--- src/common/mbs_pkg.sv ---
// Constants, types and decode helpers of the buck startup and fault sequencer
package mbs_pkg;

	localparam int unsigned CLK_HZ      = 32'h017D_7840;
	localparam int unsigned CLK_NS      = 32'h28;
	localparam int unsigned CYC_PER_US  = CLK_HZ / 32'h000F_4240;
	localparam int unsigned T_BOOT_NS   = 32'h12C;
	localparam int unsigned BOOT_CYC    = (T_BOOT_NS + CLK_NS - 32'h1) / CLK_NS;
	localparam int unsigned T_OVDLY_NS  = 32'h1388;
	localparam int unsigned OVDLY_CYC   = T_OVDLY_NS / CLK_NS;
	localparam int unsigned T_SETTLE_US = 32'h7D0;
	localparam int unsigned T_HICCUP_US = 32'h1770;
	localparam int unsigned T_OVWAIT_US = 32'h7D0;
	localparam int unsigned T_OKDLY_US  = 32'h7D0;
	localparam int unsigned T_TRANS_US  = 32'h7D0;

	// Switching period in clocks, fixed internal timebase of 500 kHz
	localparam logic [5:0]  PERIOD_CYC    = 6'h32;
	localparam logic [5:0]  HALF_CYC      = 6'h19;
	localparam logic [6:0]  LOCK_LOSS_CYC = 7'h64;
	localparam int unsigned RAMP_STEP_CYC = T_TRANS_US * CYC_PER_US / 32'h32;

	localparam logic [8:0]  OC_LIMIT = 9'h1BE;
	localparam logic [4:0]  OC_CLEAN = 5'h10;
	localparam logic [3:0]  OC_FAST  = 4'h7;
	localparam logic [2:0]  OV_MAX   = 3'h7;

	// Divider ratio scaled to 0..255, thresholds at midpoints between targets
	localparam logic [7:0]  TH_3  = 8'h1B;
	localparam logic [7:0]  TH_5  = 8'h49;
	localparam logic [7:0]  TH_6  = 8'h6D;
	localparam logic [7:0]  TH_8  = 8'h92;
	localparam logic [7:0]  TH_10 = 8'hB6;
	localparam logic [7:0]  TH_12 = 8'hE4;

	localparam logic [1:0]  REF_INTERNAL = 2'h0;
	localparam logic [1:0]  REF_FOLLOW   = 2'h1;
	localparam logic [1:0]  REF_SOFT     = 2'h2;

	typedef enum logic [3:0] {
		ST_OFF       = 4'h0,
		ST_CORE_UP   = 4'h1,
		ST_DRV_UP    = 4'h2,
		ST_SAMPLE    = 4'h3,
		ST_PLL       = 4'h4,
		ST_WAIT_BUS  = 4'h5,
		ST_PRECHARGE = 4'h6,
		ST_BOOT      = 4'h7,
		ST_RUN       = 4'h8,
		ST_HICCUP    = 4'h9,
		ST_OV_PULL   = 4'hA,
		ST_OV_WAIT   = 4'hB,
		ST_FAULT_WT  = 4'hC,
		ST_LATCHED   = 4'hD
	} mbs_state_t;

	// Comparator and pin inputs, all asynchronous to mclk
	typedef struct packed {
		logic       enable_above;
		logic       core_ok;
		logic       driver_ok;
		logic       trip_bus_in;
		logic       clock_lock_in;
		logic       is_master;
		logic       err_amp_high;
		logic [1:0] pwm_req;
		logic [1:0] oc_hit;
		logic       fb_above_uv;
		logic       fb_above_ov;
		logic       fb_below_half;
		logic       follow_above_ref;
		logic       ss_lowest;
		logic       ss_above_fb;
	} mbs_pins_t;

	typedef struct packed {
		logic [1:0] high_side_gate;
		logic [1:0] low_side_gate;
	} mbs_gates_t;

	function automatic logic [3:0] decode_phases(input logic [7:0] r);
		if (r < TH_3)
			return 4'h4;
		else if (r < TH_5)
			return 4'h3;
		else if (r < TH_6)
			return 4'h5;
		else if (r < TH_8)
			return 4'h6;
		else if (r < TH_10)
			return 4'h8;
		else if (r < TH_12)
			return 4'hA;
		else
			return 4'hC;
	endfunction

	// Chain delay is one phase step, period over phase count
	function automatic logic [5:0] chain_delay(input logic [3:0] n);
		return (n == 4'h0) ? 6'h0 : 6'(PERIOD_CYC / {2'h0, n});
	endfunction

endpackage

--- src/rtl/mbs_sync3.sv ---
// Three-stage input synchroniser with agreement filter
`timescale 1ns/1ps
module mbs_sync3 #(
	parameter int unsigned W = 1
) (
	input  wire logic         mclk,
	input  wire logic         rst,
	input  wire logic [W-1:0] din,
	output logic      [W-1:0] dout
);
	logic [W-1:0] s1_q;
	logic [W-1:0] s2_q;
	logic [W-1:0] s3_q;
	logic [W-1:0] dout_d;

	// A bit moves only once stages two and three agree
	always_comb begin
		for (int i = 0; i < W; i++) begin
			dout_d[i] = (s2_q[i] == s3_q[i]) ? s3_q[i] : dout[i];
		end
	end

	always_ff @(posedge mclk) begin
		if (rst) begin
			s1_q <= '0;
			s2_q <= '0;
			s3_q <= '0;
			dout <= '0;
		end else begin
			s1_q <= din;
			s2_q <= s1_q;
			s3_q <= s2_q;
			dout <= dout_d;
		end
	end
endmodule // mbs_sync3

--- src/rtl/mbs_sequencer.sv ---
// Startup, protection and output-good sequencer of one buck controller
// Behaviour
// Enable brings core, then driver supply, then ready
// Supply lockout stops switching, reruns full startup
// Sample phase select once, then start chain clock
// Decode divider ratio into phase count
// Hold trip bus low 2 ms, switch after rise
// Reference is lower of internal and follow
// Low gate on, then 300 ns boot, then switching
// Output-good after 2 ms if four conditions hold
// Fault pulls trip bus; low bus stops switching
// Both gates low until trip bus rises
// Over-current ends current cycle at once
// 446 summed over-currents fault; 16 clean cycles clear
// Master: 7 over-currents below half feedback fault
// Over-current: gates low, bus held 6 ms
// Restart with soft-start, gradual synchronous low gate
// Master over-voltage after 5 us: high off, low on
// Drop low gate below undervoltage, wait 2 ms
// Seventh over-voltage latches off until power cycled
// Output-good open drain, released inside window only on master, slave by chain lock
// 2 ms synchronous transition before output-good
// Trip bus wired-AND: drive low or release
`timescale 1ns/1ps
module mbs_sequencer #(
	parameter int unsigned SETTLE_CYC = mbs_pkg::T_SETTLE_US * mbs_pkg::CYC_PER_US,
	parameter int unsigned HICCUP_CYC = mbs_pkg::T_HICCUP_US * mbs_pkg::CYC_PER_US,
	parameter int unsigned OVWAIT_CYC = mbs_pkg::T_OVWAIT_US * mbs_pkg::CYC_PER_US,
	parameter int unsigned OKDLY_CYC  = mbs_pkg::T_OKDLY_US * mbs_pkg::CYC_PER_US
) (
	input  wire logic               mclk,
	input  wire logic               rst,
	input  wire mbs_pkg::mbs_pins_t pins,
	input  wire logic [7:0]         phase_count_select,
	output logic                    core_reg_en,
	output logic                    driver_reg_en,
	output logic                    clock_chain_out,
	output logic                    trip_bus_out,
	output logic                    trip_bus_oe_n,
	output mbs_pkg::mbs_gates_t     gates,
	output logic                    output_ok_out,
	output logic                    output_ok_oe_n,
	output logic [1:0]              ref_sel,
	output logic                    soft_start_run,
	output logic [3:0]              phase_count
);
	import mbs_pkg::*;

	localparam int unsigned SW = $bits(mbs_pins_t) + 8;

	logic [SW-1:0] sync_out;
	mbs_pins_t     ps;
	logic [7:0]    ratio_s;

	mbs_sync3 #(.W(SW)) u_sync (
		.mclk (mclk),
		.rst  (rst),
		.din  ({pins, phase_count_select}),
		.dout (sync_out)
	);
	assign {ps, ratio_s} = sync_out;

	mbs_state_t  st_q, st_d;
	logic [17:0] tmr_q, tmr_d;
	logic [3:0]  cfg_q, cfg_d;
	logic        restart_q, restart_d;
	logic [2:0]  ov_cnt_q, ov_cnt_d;
	logic [5:0]  pos_q, pos_d;
	logic        lock_prev_q;
	logic [6:0]  lock_age_q, lock_age_d;
	logic [1:0]  oc_cut_q, oc_cut_d;
	logic        oc_seen_q, oc_seen_d;
	logic [8:0]  oc_sum_q, oc_sum_d;
	logic [4:0]  clean_q, clean_d;
	logic [3:0]  fast_q, fast_d;
	logic [6:0]  ov_tmr_q, ov_tmr_d;
	logic        hs_seen_q, hs_seen_d;
	logic [15:0] ok_tmr_q, ok_tmr_d;
	logic        ls_allow_q, ls_allow_d;
	logic [5:0]  ramp_q, ramp_d;
	logic [9:0]  ramp_tmr_q, ramp_tmr_d;
	logic        run, lock_rise, oc_fault, ov_fault, ok_done;
	logic [1:0]  oc_evt, oc_add, cyc_start;
	mbs_gates_t  gates_d;
	logic        chain_d, bus_oe_n_d, ok_oe_n_d, ss_d;
	logic [1:0]  ref_d;
	logic [5:0]  dly;

	function automatic logic [5:0] phase_pos(input logic [5:0] p, input logic second);
		if (!second)
			return p;
		return (p >= HALF_CYC) ? 6'(p - HALF_CYC) : 6'(p + HALF_CYC);
	endfunction

	assign run       = (st_q == ST_RUN);
	assign lock_rise = ps.clock_lock_in & ~lock_prev_q;
	assign ok_done   = (ok_tmr_q == 16'(OKDLY_CYC));
	assign cyc_start = {pos_q == HALF_CYC, pos_q == 6'h0};
	// A standing hit still counts once per switching cycle of its phase
	assign oc_evt    = run ? (ps.oc_hit & (~oc_cut_q | cyc_start)) : 2'h0;
	assign oc_add    = {1'b0, oc_evt[0]} + {1'b0, oc_evt[1]};

	// Protection counters and switching timebase
	always_comb begin
		pos_d = (pos_q == PERIOD_CYC - 6'h1) ? 6'h0 : 6'(pos_q + 6'h1);
		if (!ps.is_master && lock_rise)
			pos_d = 6'h0;
		lock_age_d = lock_rise ? 7'h0 : ((lock_age_q == LOCK_LOSS_CYC) ? lock_age_q : 7'(lock_age_q + 7'h1));
		// New cycle clears the cut, but a hit in that same cycle still sets it
		oc_cut_d = run ? ((oc_cut_q & ~cyc_start) | ps.oc_hit) : 2'h0;
		oc_sum_d = 9'(oc_sum_q + {7'h0, oc_add});
		oc_seen_d = oc_seen_q | (|oc_evt);
		clean_d = clean_q;
		if (pos_q == 6'h0) begin
			oc_seen_d = |oc_evt;
			clean_d = oc_seen_q ? 5'h0 : 5'(clean_q + 5'h1);
		end
		fast_d = fast_q;
		if (ps.is_master && ok_done && ps.fb_below_half)
			fast_d = 4'(fast_q + {2'h0, oc_add});
		if (clean_d == OC_CLEAN) begin
			clean_d = 5'h0;
			oc_sum_d = 9'h0;
			fast_d = 4'h0;
		end
		oc_fault = run && (oc_sum_d >= OC_LIMIT || fast_d >= OC_FAST);
		ov_tmr_d = (run && ps.is_master && ps.fb_above_ov) ? 7'(ov_tmr_q + 7'h1) : 7'h0;
		ov_fault = (ov_tmr_d == 7'(OVDLY_CYC));
		hs_seen_d = run && (hs_seen_q || |gates.high_side_gate);
		ok_tmr_d = (run && hs_seen_q && !ok_done) ? 16'(ok_tmr_q + 16'h1) : (run ? ok_tmr_q : 16'h0);
		ls_allow_d = run && (ls_allow_q || ps.ss_above_fb);
		ramp_d = ramp_q;
		ramp_tmr_d = ramp_tmr_q;
		if (!run || !restart_q) begin
			ramp_d = restart_q ? 6'h0 : PERIOD_CYC;
			ramp_tmr_d = 10'h0;
		end else if (ls_allow_q && ramp_q < PERIOD_CYC) begin
			// Low gate share widens one clock per step over the transition
			ramp_tmr_d = 10'(ramp_tmr_q + 10'h1);
			if (ramp_tmr_q == 10'(RAMP_STEP_CYC - 1)) begin
				ramp_tmr_d = 10'h0;
				ramp_d = 6'(ramp_q + 6'h1);
			end
		end
		if (!run) begin
			oc_sum_d = 9'h0;
			clean_d = 5'h0;
			fast_d = 4'h0;
			oc_seen_d = 1'b0;
		end
	end

	// Sequencer
	always_comb begin
		st_d = st_q;
		tmr_d = 18'(tmr_q + 18'h1);
		cfg_d = cfg_q;
		restart_d = restart_q;
		ov_cnt_d = ov_cnt_q;
		if (!ps.enable_above) begin
			st_d = ST_OFF;
			ov_cnt_d = 3'h0;
		// Driver supply is still rising while waiting for it, not lost
		end else if (st_q != ST_OFF && st_q != ST_CORE_UP &&
			!(ps.core_ok && (ps.driver_ok || st_q == ST_DRV_UP))) begin
			st_d = ST_CORE_UP;
			ov_cnt_d = 3'h0;
		end else begin
			case (st_q)
				ST_OFF: begin
					st_d = ST_CORE_UP;
				end
				ST_CORE_UP: begin
					if (ps.core_ok)
						st_d = ST_DRV_UP;
				end
				ST_DRV_UP: begin
					if (ps.driver_ok)
						st_d = ST_SAMPLE;
				end
				ST_SAMPLE: begin
					cfg_d = decode_phases(ratio_s);
					restart_d = 1'b0;
					tmr_d = 18'h0;
					st_d = ST_PLL;
				end
				ST_PLL: begin
					if (tmr_q == 18'(SETTLE_CYC - 1))
						st_d = ST_WAIT_BUS;
				end
				ST_WAIT_BUS: begin
					if (ps.trip_bus_in)
						st_d = ST_PRECHARGE;
				end
				ST_PRECHARGE: begin
					tmr_d = 18'h0;
					if (!ps.trip_bus_in)
						st_d = ST_FAULT_WT;
					else if (ps.err_amp_high)
						st_d = ST_BOOT;
				end
				ST_BOOT: begin
					if (!ps.trip_bus_in)
						st_d = ST_FAULT_WT;
					else if (tmr_q == 18'(BOOT_CYC - 1))
						st_d = ST_RUN;
				end
				ST_RUN: begin
					tmr_d = 18'h0;
					if (oc_fault) begin
						st_d = ST_HICCUP;
					end else if (ov_fault) begin
						st_d = ST_OV_PULL;
						ov_cnt_d = 3'(ov_cnt_q + 3'h1);
					end else if (!ps.trip_bus_in) begin
						st_d = ST_FAULT_WT;
					end
				end
				ST_HICCUP: begin
					if (tmr_q == 18'(HICCUP_CYC - 1))
						st_d = ST_FAULT_WT;
				end
				ST_OV_PULL: begin
					tmr_d = 18'h0;
					if (!ps.fb_above_uv)
						st_d = ST_OV_WAIT;
				end
				ST_OV_WAIT: begin
					if (tmr_q == 18'(OVWAIT_CYC - 1))
						st_d = (ov_cnt_q == OV_MAX) ? ST_LATCHED : ST_FAULT_WT;
				end
				ST_FAULT_WT: begin
					if (ps.trip_bus_in) begin
						st_d = ST_RUN;
						restart_d = 1'b1;
					end
				end
				ST_LATCHED: begin
					st_d = ST_LATCHED;
				end
				default: begin
					st_d = ST_OFF;
				end
			endcase
		end
	end

	// Pins and gate drive
	always_comb begin
		gates_d = '0;
		case (st_q)
			ST_PRECHARGE, ST_BOOT: begin
				gates_d.low_side_gate = 2'h3;
			end
			ST_RUN: begin
				for (int i = 0; i < 2; i++) begin
					gates_d.high_side_gate[i] = ps.pwm_req[i] & ~oc_cut_q[i] & ~ps.oc_hit[i];
					gates_d.low_side_gate[i] = ~ps.pwm_req[i] & (~restart_q |
						(ls_allow_q & (phase_pos(pos_q, i[0]) < ramp_q)));
				end
			end
			ST_OV_PULL: begin
				gates_d.low_side_gate = 2'h3;
			end
			default: begin
				gates_d = '0;
			end
		endcase
		// Released only where this device has nothing to report
		bus_oe_n_d = (st_q == ST_WAIT_BUS) || (st_q == ST_PRECHARGE) || (st_q == ST_BOOT) ||
			(st_q == ST_RUN) || (st_q == ST_FAULT_WT);
		dly = chain_delay(cfg_q);
		chain_d = (st_q >= ST_PLL) && (st_q != ST_LATCHED) && (pos_q >= dly) &&
			(pos_q < 6'(dly + HALF_CYC));
		ok_oe_n_d = run && ok_done && (ramp_q == PERIOD_CYC) && ps.follow_above_ref &&
			ps.trip_bus_in && (ps.is_master ? (ps.fb_above_uv && !ps.fb_above_ov) :
			(lock_age_q != LOCK_LOSS_CYC));
		ref_d = (run && restart_q && ps.ss_lowest) ? REF_SOFT :
			(ps.follow_above_ref ? REF_INTERNAL : REF_FOLLOW);
		ss_d = run && restart_q;
	end

	always_ff @(posedge mclk) begin
		if (rst) begin
			st_q <= ST_OFF;
			tmr_q <= 18'h0;
			cfg_q <= 4'h0;
			restart_q <= 1'b0;
			ov_cnt_q <= 3'h0;
			pos_q <= 6'h0;
			lock_prev_q <= 1'b0;
			lock_age_q <= LOCK_LOSS_CYC;
			oc_cut_q <= 2'h0;
			oc_seen_q <= 1'b0;
			oc_sum_q <= 9'h0;
			clean_q <= 5'h0;
			fast_q <= 4'h0;
			ov_tmr_q <= 7'h0;
			hs_seen_q <= 1'b0;
			ok_tmr_q <= 16'h0;
			ls_allow_q <= 1'b0;
			ramp_q <= 6'h0;
			ramp_tmr_q <= 10'h0;
			core_reg_en <= 1'b0;
			driver_reg_en <= 1'b0;
			clock_chain_out <= 1'b0;
			trip_bus_out <= 1'b0;
			trip_bus_oe_n <= 1'b0;
			gates <= '0;
			output_ok_out <= 1'b0;
			output_ok_oe_n <= 1'b0;
			ref_sel <= REF_INTERNAL;
			soft_start_run <= 1'b0;
			phase_count <= 4'h0;
		end else begin
			st_q <= st_d;
			tmr_q <= tmr_d;
			cfg_q <= cfg_d;
			restart_q <= restart_d;
			ov_cnt_q <= ov_cnt_d;
			pos_q <= pos_d;
			lock_prev_q <= ps.clock_lock_in;
			lock_age_q <= lock_age_d;
			oc_cut_q <= oc_cut_d;
			oc_seen_q <= oc_seen_d;
			oc_sum_q <= oc_sum_d;
			clean_q <= clean_d;
			fast_q <= fast_d;
			ov_tmr_q <= ov_tmr_d;
			hs_seen_q <= hs_seen_d;
			ok_tmr_q <= ok_tmr_d;
			ls_allow_q <= ls_allow_d;
			ramp_q <= ramp_d;
			ramp_tmr_q <= ramp_tmr_d;
			core_reg_en <= (st_q != ST_OFF);
			driver_reg_en <= (st_q != ST_OFF) && (st_q != ST_CORE_UP);
			clock_chain_out <= chain_d;
			trip_bus_out <= 1'b0;
			trip_bus_oe_n <= bus_oe_n_d;
			gates <= gates_d;
			output_ok_out <= 1'b0;
			output_ok_oe_n <= ok_oe_n_d;
			ref_sel <= ref_d;
			soft_start_run <= ss_d;
			phase_count <= cfg_q;
		end
	end
endmodule // mbs_sequencer

--- config.mk ---
export PLATFORM = sky130hd
export DESIGN_NAME = mbs_sequencer
export DESIGN_NICKNAME = d
export VERILOG_FILES = /design/src/common/mbs_pkg.sv /design/src/rtl/mbs_sync3.sv /design/src/rtl/mbs_sequencer.sv
export SDC_FILE = /design/constraint.sdc
export NUM_CORES = 1
export LEC_CHECK = 0
export ABC_CLOCK_PERIOD_IN_PS = 8600
export BUFFER_PORTS_ARGS = -buffer_cell sky130_fd_sc_hd__buf_2
export CORE_ASPECT_RATIO = 0.6
export CORE_MARGIN = 2
export CORE_UTILIZATION = 30
export DETAILED_ROUTE_END_ITERATION = 8
export SYNTH_ARGS = -nofsm -noshare
export SYNTH_HDL_FRONTEND = slang
export SYNTH_SLANG_ARGS = --single-unit
--- constraint.sdc ---
create_clock -name mclk -period 8.6 [get_ports mclk]
set_clock_uncertainty 0.2 [all_clocks]
set_input_delay 1.72 -clock mclk [delete_from_list [all_inputs] [get_ports mclk]]
set_output_delay 1.72 -clock mclk [all_outputs]
set_load 0.02 [all_outputs]
Yosys cells after proc, flatten, opt, wreduce, memory -nomap -nowiden:

Index checks and enable logic that the tools add are counted.

* flip-flop bits (word level): 222
* input bits: 27
* output and inout bits: 18
* logic and storage cells: 318

* add/sub/neg operators: 15
* divide/modulo/power cells: 1
* order comparisons: 15
* equality and inequality tests: 77
* mux-type cells: 55
* bitwise logic cells: 30
* reductions and logical operators: 65

Operators with widths (count)
* 4-bit 2-to-1 mux: 21
* 4-bit one-hot mux with 14 select lines: 1
* 18-bit 2-to-1 mux: 3
* 6-bit 2-to-1 mux: 8
* 16-bit 2-to-1 mux: 2
* 1-bit equality test: 25
* 1-bit logical AND: 25
* 4-bit equality test, second input constant: 6
* 8-bit < comparator, second input constant: 3
* 11-bit AND reduction: 2
* 7-bit 2-to-1 mux: 3
* 18-bit by 1-bit adder with 18-bit output, second input constant: 1
* 18-bit by 16-bit equality test with 1-bit output, second input constant: 1
* 18-bit equality test, second input constant: 1
* 18-bit by 3-bit equality test with 1-bit output, second input constant: 1
* 6-bit < comparator: 3
* 3-bit inequality test, second input constant: 6
* 16-bit by 1-bit adder with 16-bit output, second input constant: 1
* 16-bit equality test, second input constant: 1
* 4-bit by 3-bit equality test with 1-bit output, second input constant: 4
* 8-bit by 7-bit < comparator with 1-bit output, second input constant: 2
* 4-bit inequality test, second input constant: 4
* 7-bit by 1-bit adder with 7-bit output, second input constant: 2
* 7-bit equality test, second input constant: 2
* other kinds (56): 130

Logic depth before layout (Yosys ltp):

* word-level depth: 14
* mapped depth: 42
* gate-level depth less buffers: 41

Modules after synthesis:

From an unflattened synthesis, not the netlist that was laid out.

* cells, all modules: 1168
* area total of the unflattened synthesis: 10701.5 µm²

By module, submodules not included
* mbs_sequencer: instances 1, cells an instance 907, area each 7364.6 µm², sequential area each 2442.3 µm²
* mbs_sync3: instances 1, cells an instance 261, area each 3337.0 µm², sequential area each 2001.9 µm²

Worst setup path after synthesis:

No wires, ideal clock.

* kind: reg2reg
* start point: register cfg_q[0]
* end point: register clock_chain_out
* setup time: 64 ps
* arrival time: 6930 ps
* data required time: 8336 ps
* setup slack: 1406 ps
* stages on the path, launching flop included: 41
* path buffers: 1
* period minus slack after synthesis: 7194 ps
* cells stage by stage: dfxtp_1 clkbuf_1 nand3_1 ha_1 o21ai_0 o31ai_1 nand2_1 ha_1 o21ai_0 a21oi_1 mux2_2 ha_1 o21ai_0 a21oi_1 nor2_1 mux2i_1 a21oi_1 ha_1 [... 5 more ...] nand2_1 xor2_1 ha_1 a21o_1 a21oi_1 o21a_1 a21oi_1 ha_1 inv_1 ha_1 nor2b_1 o21ai_0 nand2b_1 a21oi_1 nor2b_1 o21ai_0 o311ai_0 nor2_1

* word-level cells in the longest chain between the ends: 5
* elaborated cells on any way between the ends: 8
* classes of those cells: add/sub (1); div (1); order compare (2); mux (1); reduce/logical (3)

RTL lines
* start: declaration: RTL line mbs_sequencer.sv:65 `logic [3:0] cfg_q, cfg_d;`
* start signal: assignment: RTL line mbs_sequencer.sv:318 `cfg_q <= cfg_d;`
* 6-bit by 4-bit divider with 6-bit output or 4-bit zero test (tied branches): RTL line mbs_pkg.sv:100 `return (n == 4'h0) ? 6'h0 : 6'(PERIOD_CYC / {2'h0, n});`
* 6-bit 2-to-1 mux (*): RTL line mbs_pkg.sv:100
* 6-bit by 5-bit adder with 6-bit output or 6-bit greater-or-equal comparator (tied branches): RTL line mbs_sequencer.sv:274, mbs_sequencer.sv:273
* 6-bit < comparator or 1-bit logical AND (tied branches): RTL line mbs_sequencer.sv:274, mbs_sequencer.sv:273
* 1-bit logical AND (*): RTL line mbs_sequencer.sv:273 `chain_d = (st_q >= ST_PLL) && (st_q != ST_LATCHED) && (pos_q >= dly) &&`
* end signal: assignment: RTL line mbs_sequencer.sv:337 `clock_chain_out <= chain_d;`
* end: declaration: RTL line mbs_sequencer.sv:37 `output logic clock_chain_out,`

Mark *: on every way between the ends. The rest lies on a longest branch, timed or not.
A chain may end at the register's enable or synchronous reset.

Worst setup path after layout:

* start point: register cfg_q[3]
* end point: register clock_chain_out

Same word-level chain as after synthesis.

==> results_dict.tcl <==
set metrics [dict create \
    post-synth-top-area-cell "sky130_fd_sc_hd__dfxtp_1" \
    clock_sink_count 222 \
    detail_route.vias_per_cell 4.70 \
    synth-seq-area-share_pct 43.9 \
    finalMaxSlewViolations 0 \
    switchingPower_uw 481 \
    power.ir.vdd_worst_mv 0.150 \
    initialDrtViolationCount 576 \
    dp.cells 1621 \
    synth_top_area_share_pct 43.9 \
    hp-class "reg -> reg" \
    stdcell_count 1659 \
    design.die.area_mm2 0.0353 \
    synth_common_cells "sky130_fd_sc_hd__dfxtp_1, sky130_fd_sc_hd__nor2_1, sky130_fd_sc_hd__nand2_1, sky130_fd_sc_hd__nor2b_1, sky130_fd_sc_hd__a21oi_1" \
    postLayoutCellArea_mm2 0.0114 \
    swShare_pct 23.0 \
    synth-edff-count 0 \
    power.density_cell_area_mw_per_mm2 183 \
    core_area_mm2 0.0334 \
    intPower_uw 1610 \
    critPathCaptureType "flop" \
    drt_pre_antenna_iters 5 \
    timing.final.hold_violations 0 \
    n_fill_cell 3486 \
    yosysMostFrequentCell "sky130_fd_sc_hd__dfxtp_1" \
    ys_dominant_reg_cell "sky130_fd_sc_hd__dfxtp_1" \
    post_cts_resized 0 \
    status "completed" \
    maximum_number_of_pins_on_one_net_before_global_route_repair 69 \
    ioPinCount 45 \
    grt_pass1_vias 7236 \
    count_of_warnings_emitted_by_yosys 0 \
    port_buffers 42 \
    maxCapViolations 0 \
    period_minus_slack_ns 7.94 \
    cts_buffer_depth 3 \
    clock_tree_from_tritoncts "built" \
    synthTopCellsByArea "sky130_fd_sc_hd__dfxtp_1, sky130_fd_sc_hd__ha_1, sky130_fd_sc_hd__nor2b_1, sky130_fd_sc_hd__nor2_1, sky130_fd_sc_hd__a21oi_1" \
    die_h_um 146 \
    tritoncts.num_buffers 21 \
    cpMaxStageDelayCell "sky130_fd_sc_hd__mux2_2" \
    detail_route.wl_per_cell_um 12.8 \
    worst_ep_arrival_time_ns 8.19 \
    globalplace.congestion 0.864 \
    setup-violations-final 0 \
    crit_path_frequent_cell "sky130_fd_sc_hd__ha_1" \
    globalRouteTotalUtil_pct 12.2 \
    final_min_period_over_clock_period_pct 92.3 \
    antenna_found_initial 1 \
    clk-insertion-delay-late_ns 0.51 \
    cts.htree.levels 1 \
    drc_errors 0 \
    route.vias.total 7795 \
    synth.ff_latch_count 222 \
    critical_path.startpoint_type "flop" \
    drt.antenna.violating_nets 0 \
    placedInstanceArea_mm2 0.0107 \
    grt_overflow_total 0 \
    post_synth_num_cell_types 71 \
    initial_core_util_pct 30.3 \
    max-slew-margin-rel_pct 41.1 \
    postCtsSetupBuffers 0 \
    timing.critical_path.fanout_max 9 \
    postRouteWirelength_mm 21.3 \
    crit_family "compound AO/OA/AOI/OAI gates" \
    final_util_pct 34.1 \
    clock.fmax_mhz 126 \
    die_x_um 241 \
    worstPathRequired_ns 8.85 \
    cp_num_buf_inv 2 \
    power.clock.fraction_pct 44.8 \
    num-nets-final 1268 \
    post_synth.cell_area_avg_um2 8.65 \
    antennaDiodeCount 0 \
    first_pass_grt_wire_length_mm 36.0 \
    critPathMaxStageDelay_ns 0.38 \
    clk_pin_slew_ns 0.07 \
    rsz0062_at_grt "false" \
    syn_area_mm2 0.0101 \
    rows 52 \
    p_leak_uw 0.00424 \
    power.share.sequential_pct 50.7 \
    tns_ns 0 \
    worst-setup-path-type "reg -> reg" \
    drive_gt1_share_pct 8.00 \
    area_growth_syn_to_layout_pct 12.8 \
    cts_hold_buffers 0 \
    tightest_slew_ns 0.872 \
    clk_root_buffer_cell "sky130_fd_sc_hd__clkbuf_16" \
    comb_power_share_pct 4.4 \
    synthArstFlopShare_pct 0 \
    syn_inst 1170 \
    post_dp_hpwl_mm 15.3 \
]
## per-layer routing
metal,wire length [µm],GRT usage (%),vias to the layer above
met1,11800,19.8,3596
met4,232,1.67,0
met2,7940,16.4,183
met3,1290,2.38,20
met5,0,0,-
li1,-,-,3996
## layout by cell type (no fill, tap or decap), drive strengths merged, types with 4 or more instances in the layout
master	instances
or2	4
nor3	26
nor4	11
a31oi	6
and3	22
nand2	95
o21ai	67
nor2	137
o211ai	5
o21bai	6
ha	54
nand2b	18
o21a	6
nor2b	89
xor2	42
xnor2	39
nand4	17
o31a	4
clkinv	6
buf	46
mux2i	10
clkbuf	28
a21oi	81
nand3	32
or4	4
or3	6
dfxtp	222
inv	49
nand3b	5
a21o	6
a211oi	4
nor3b	4
## stage by stage
stage | total power, µW | setup slack, ns | hold WS (ns)
after floorplan | 1150 | 1.41 | 0.194
after global placement | 1180 | 0.927 | 0.217
after detailed placement | 1180 | 0.606 | 0.227
after CTS | 2120 | 0.550 | 0.235
after global routing | 2180 | 0.00963 | 0.256
final | 2090 | 0.658 | 0.232
## worst reg2reg max path, delay by kind of cell (launching register included)
| family | cells | cell delay, ns |
|---|---|---|
| AND/OR/NAND/NOR | 12 | 1.79 |
| buffers and inverters | 2 | 0.10 |
| XOR/XNOR | 1 | 0.16 |
| adder cells (fa/ha/maj) | 7 | 2.24 |
| multiplexers | 2 | 0.62 |
| AO/OA/AOI/OAI | 16 | 2.41 |
| flip-flops | 1 | 0.35 |
## layout make-up
class                           instances  area (µm²)  share of cell area, %
Tap cell                              459         574                   5.03
Sequential cell                       222        4440                   38.9
Clock buffer                           28         592                   5.18
Multi-Input combinational cell        847        5290                   46.3
Inverter                               47         176                   1.55
Timing Repair Buffer                   46         243                   2.13
Clock inverter                         10         104                  0.909
## power groups by stage
stage	registers [µW]	logic, µW	clock network (µW)
after detailed placement	1090	92.2	0
after global placement	1090	90.7	0
final	1060	92.5	939
after global routing	1060	105	1010
after floorplan	1080	70.8	0
after CTS	1060	92.4	966
## state kept, by name (all words and copies together), names as in the netlist, 2 cells and up
signal	count
ramp_tmr_q	10
ramp_q	6
u_sync.s2_q	25
fast_q	4
pos_q	6
oc_cut_q	2
cfg_q	4
clean_q	5
ov_cnt_q	3
tmr_q	18
gates	4
ok_tmr_q	16
ov_tmr_q	7
phase_count	4
u_sync.s3_q	25
ref_sel	2
st_q	4
lock_age_q	7
u_sync.s1_q	25
u_sync.dout	25
oc_sum_q	9
## cell families (layout without fill, tap and decap cells)
kind of cell / count (synthesis) / after routing / share of synthesized area [%]
multiplexers: 12 / 12 / 1.21
adder cells (fa/ha/maj): 56 / 56 / 7.07
flip-flops: 222 / 222 / 43.9
buffers and inverters: 102 / 131 / 3.96
AND/OR/NAND/NOR: 484 / 484 / 24.3
other: 1 / 2 / 0.0371
XOR/XNOR: 81 / 81 / 7.01
AO/OA/AOI/OAI: 212 / 212 / 12.5
## path summary, 6_finish.rpt
path	depth (start not counted)	end	slack [ns]	startpoint
setup / recovery	40	clock_chain_out	0.66	cfg_q[3]
hold / removal	1	u_sync.s2_q[13]	0.23	u_sync.s1_q[13]
setup reg to reg	40	clock_chain_out	0.66	cfg_q[3]
hold reg to reg	1	u_sync.s2_q[13]	0.23	u_sync.s1_q[13]
Note: power is estimated with default switching activity, not from simulation.
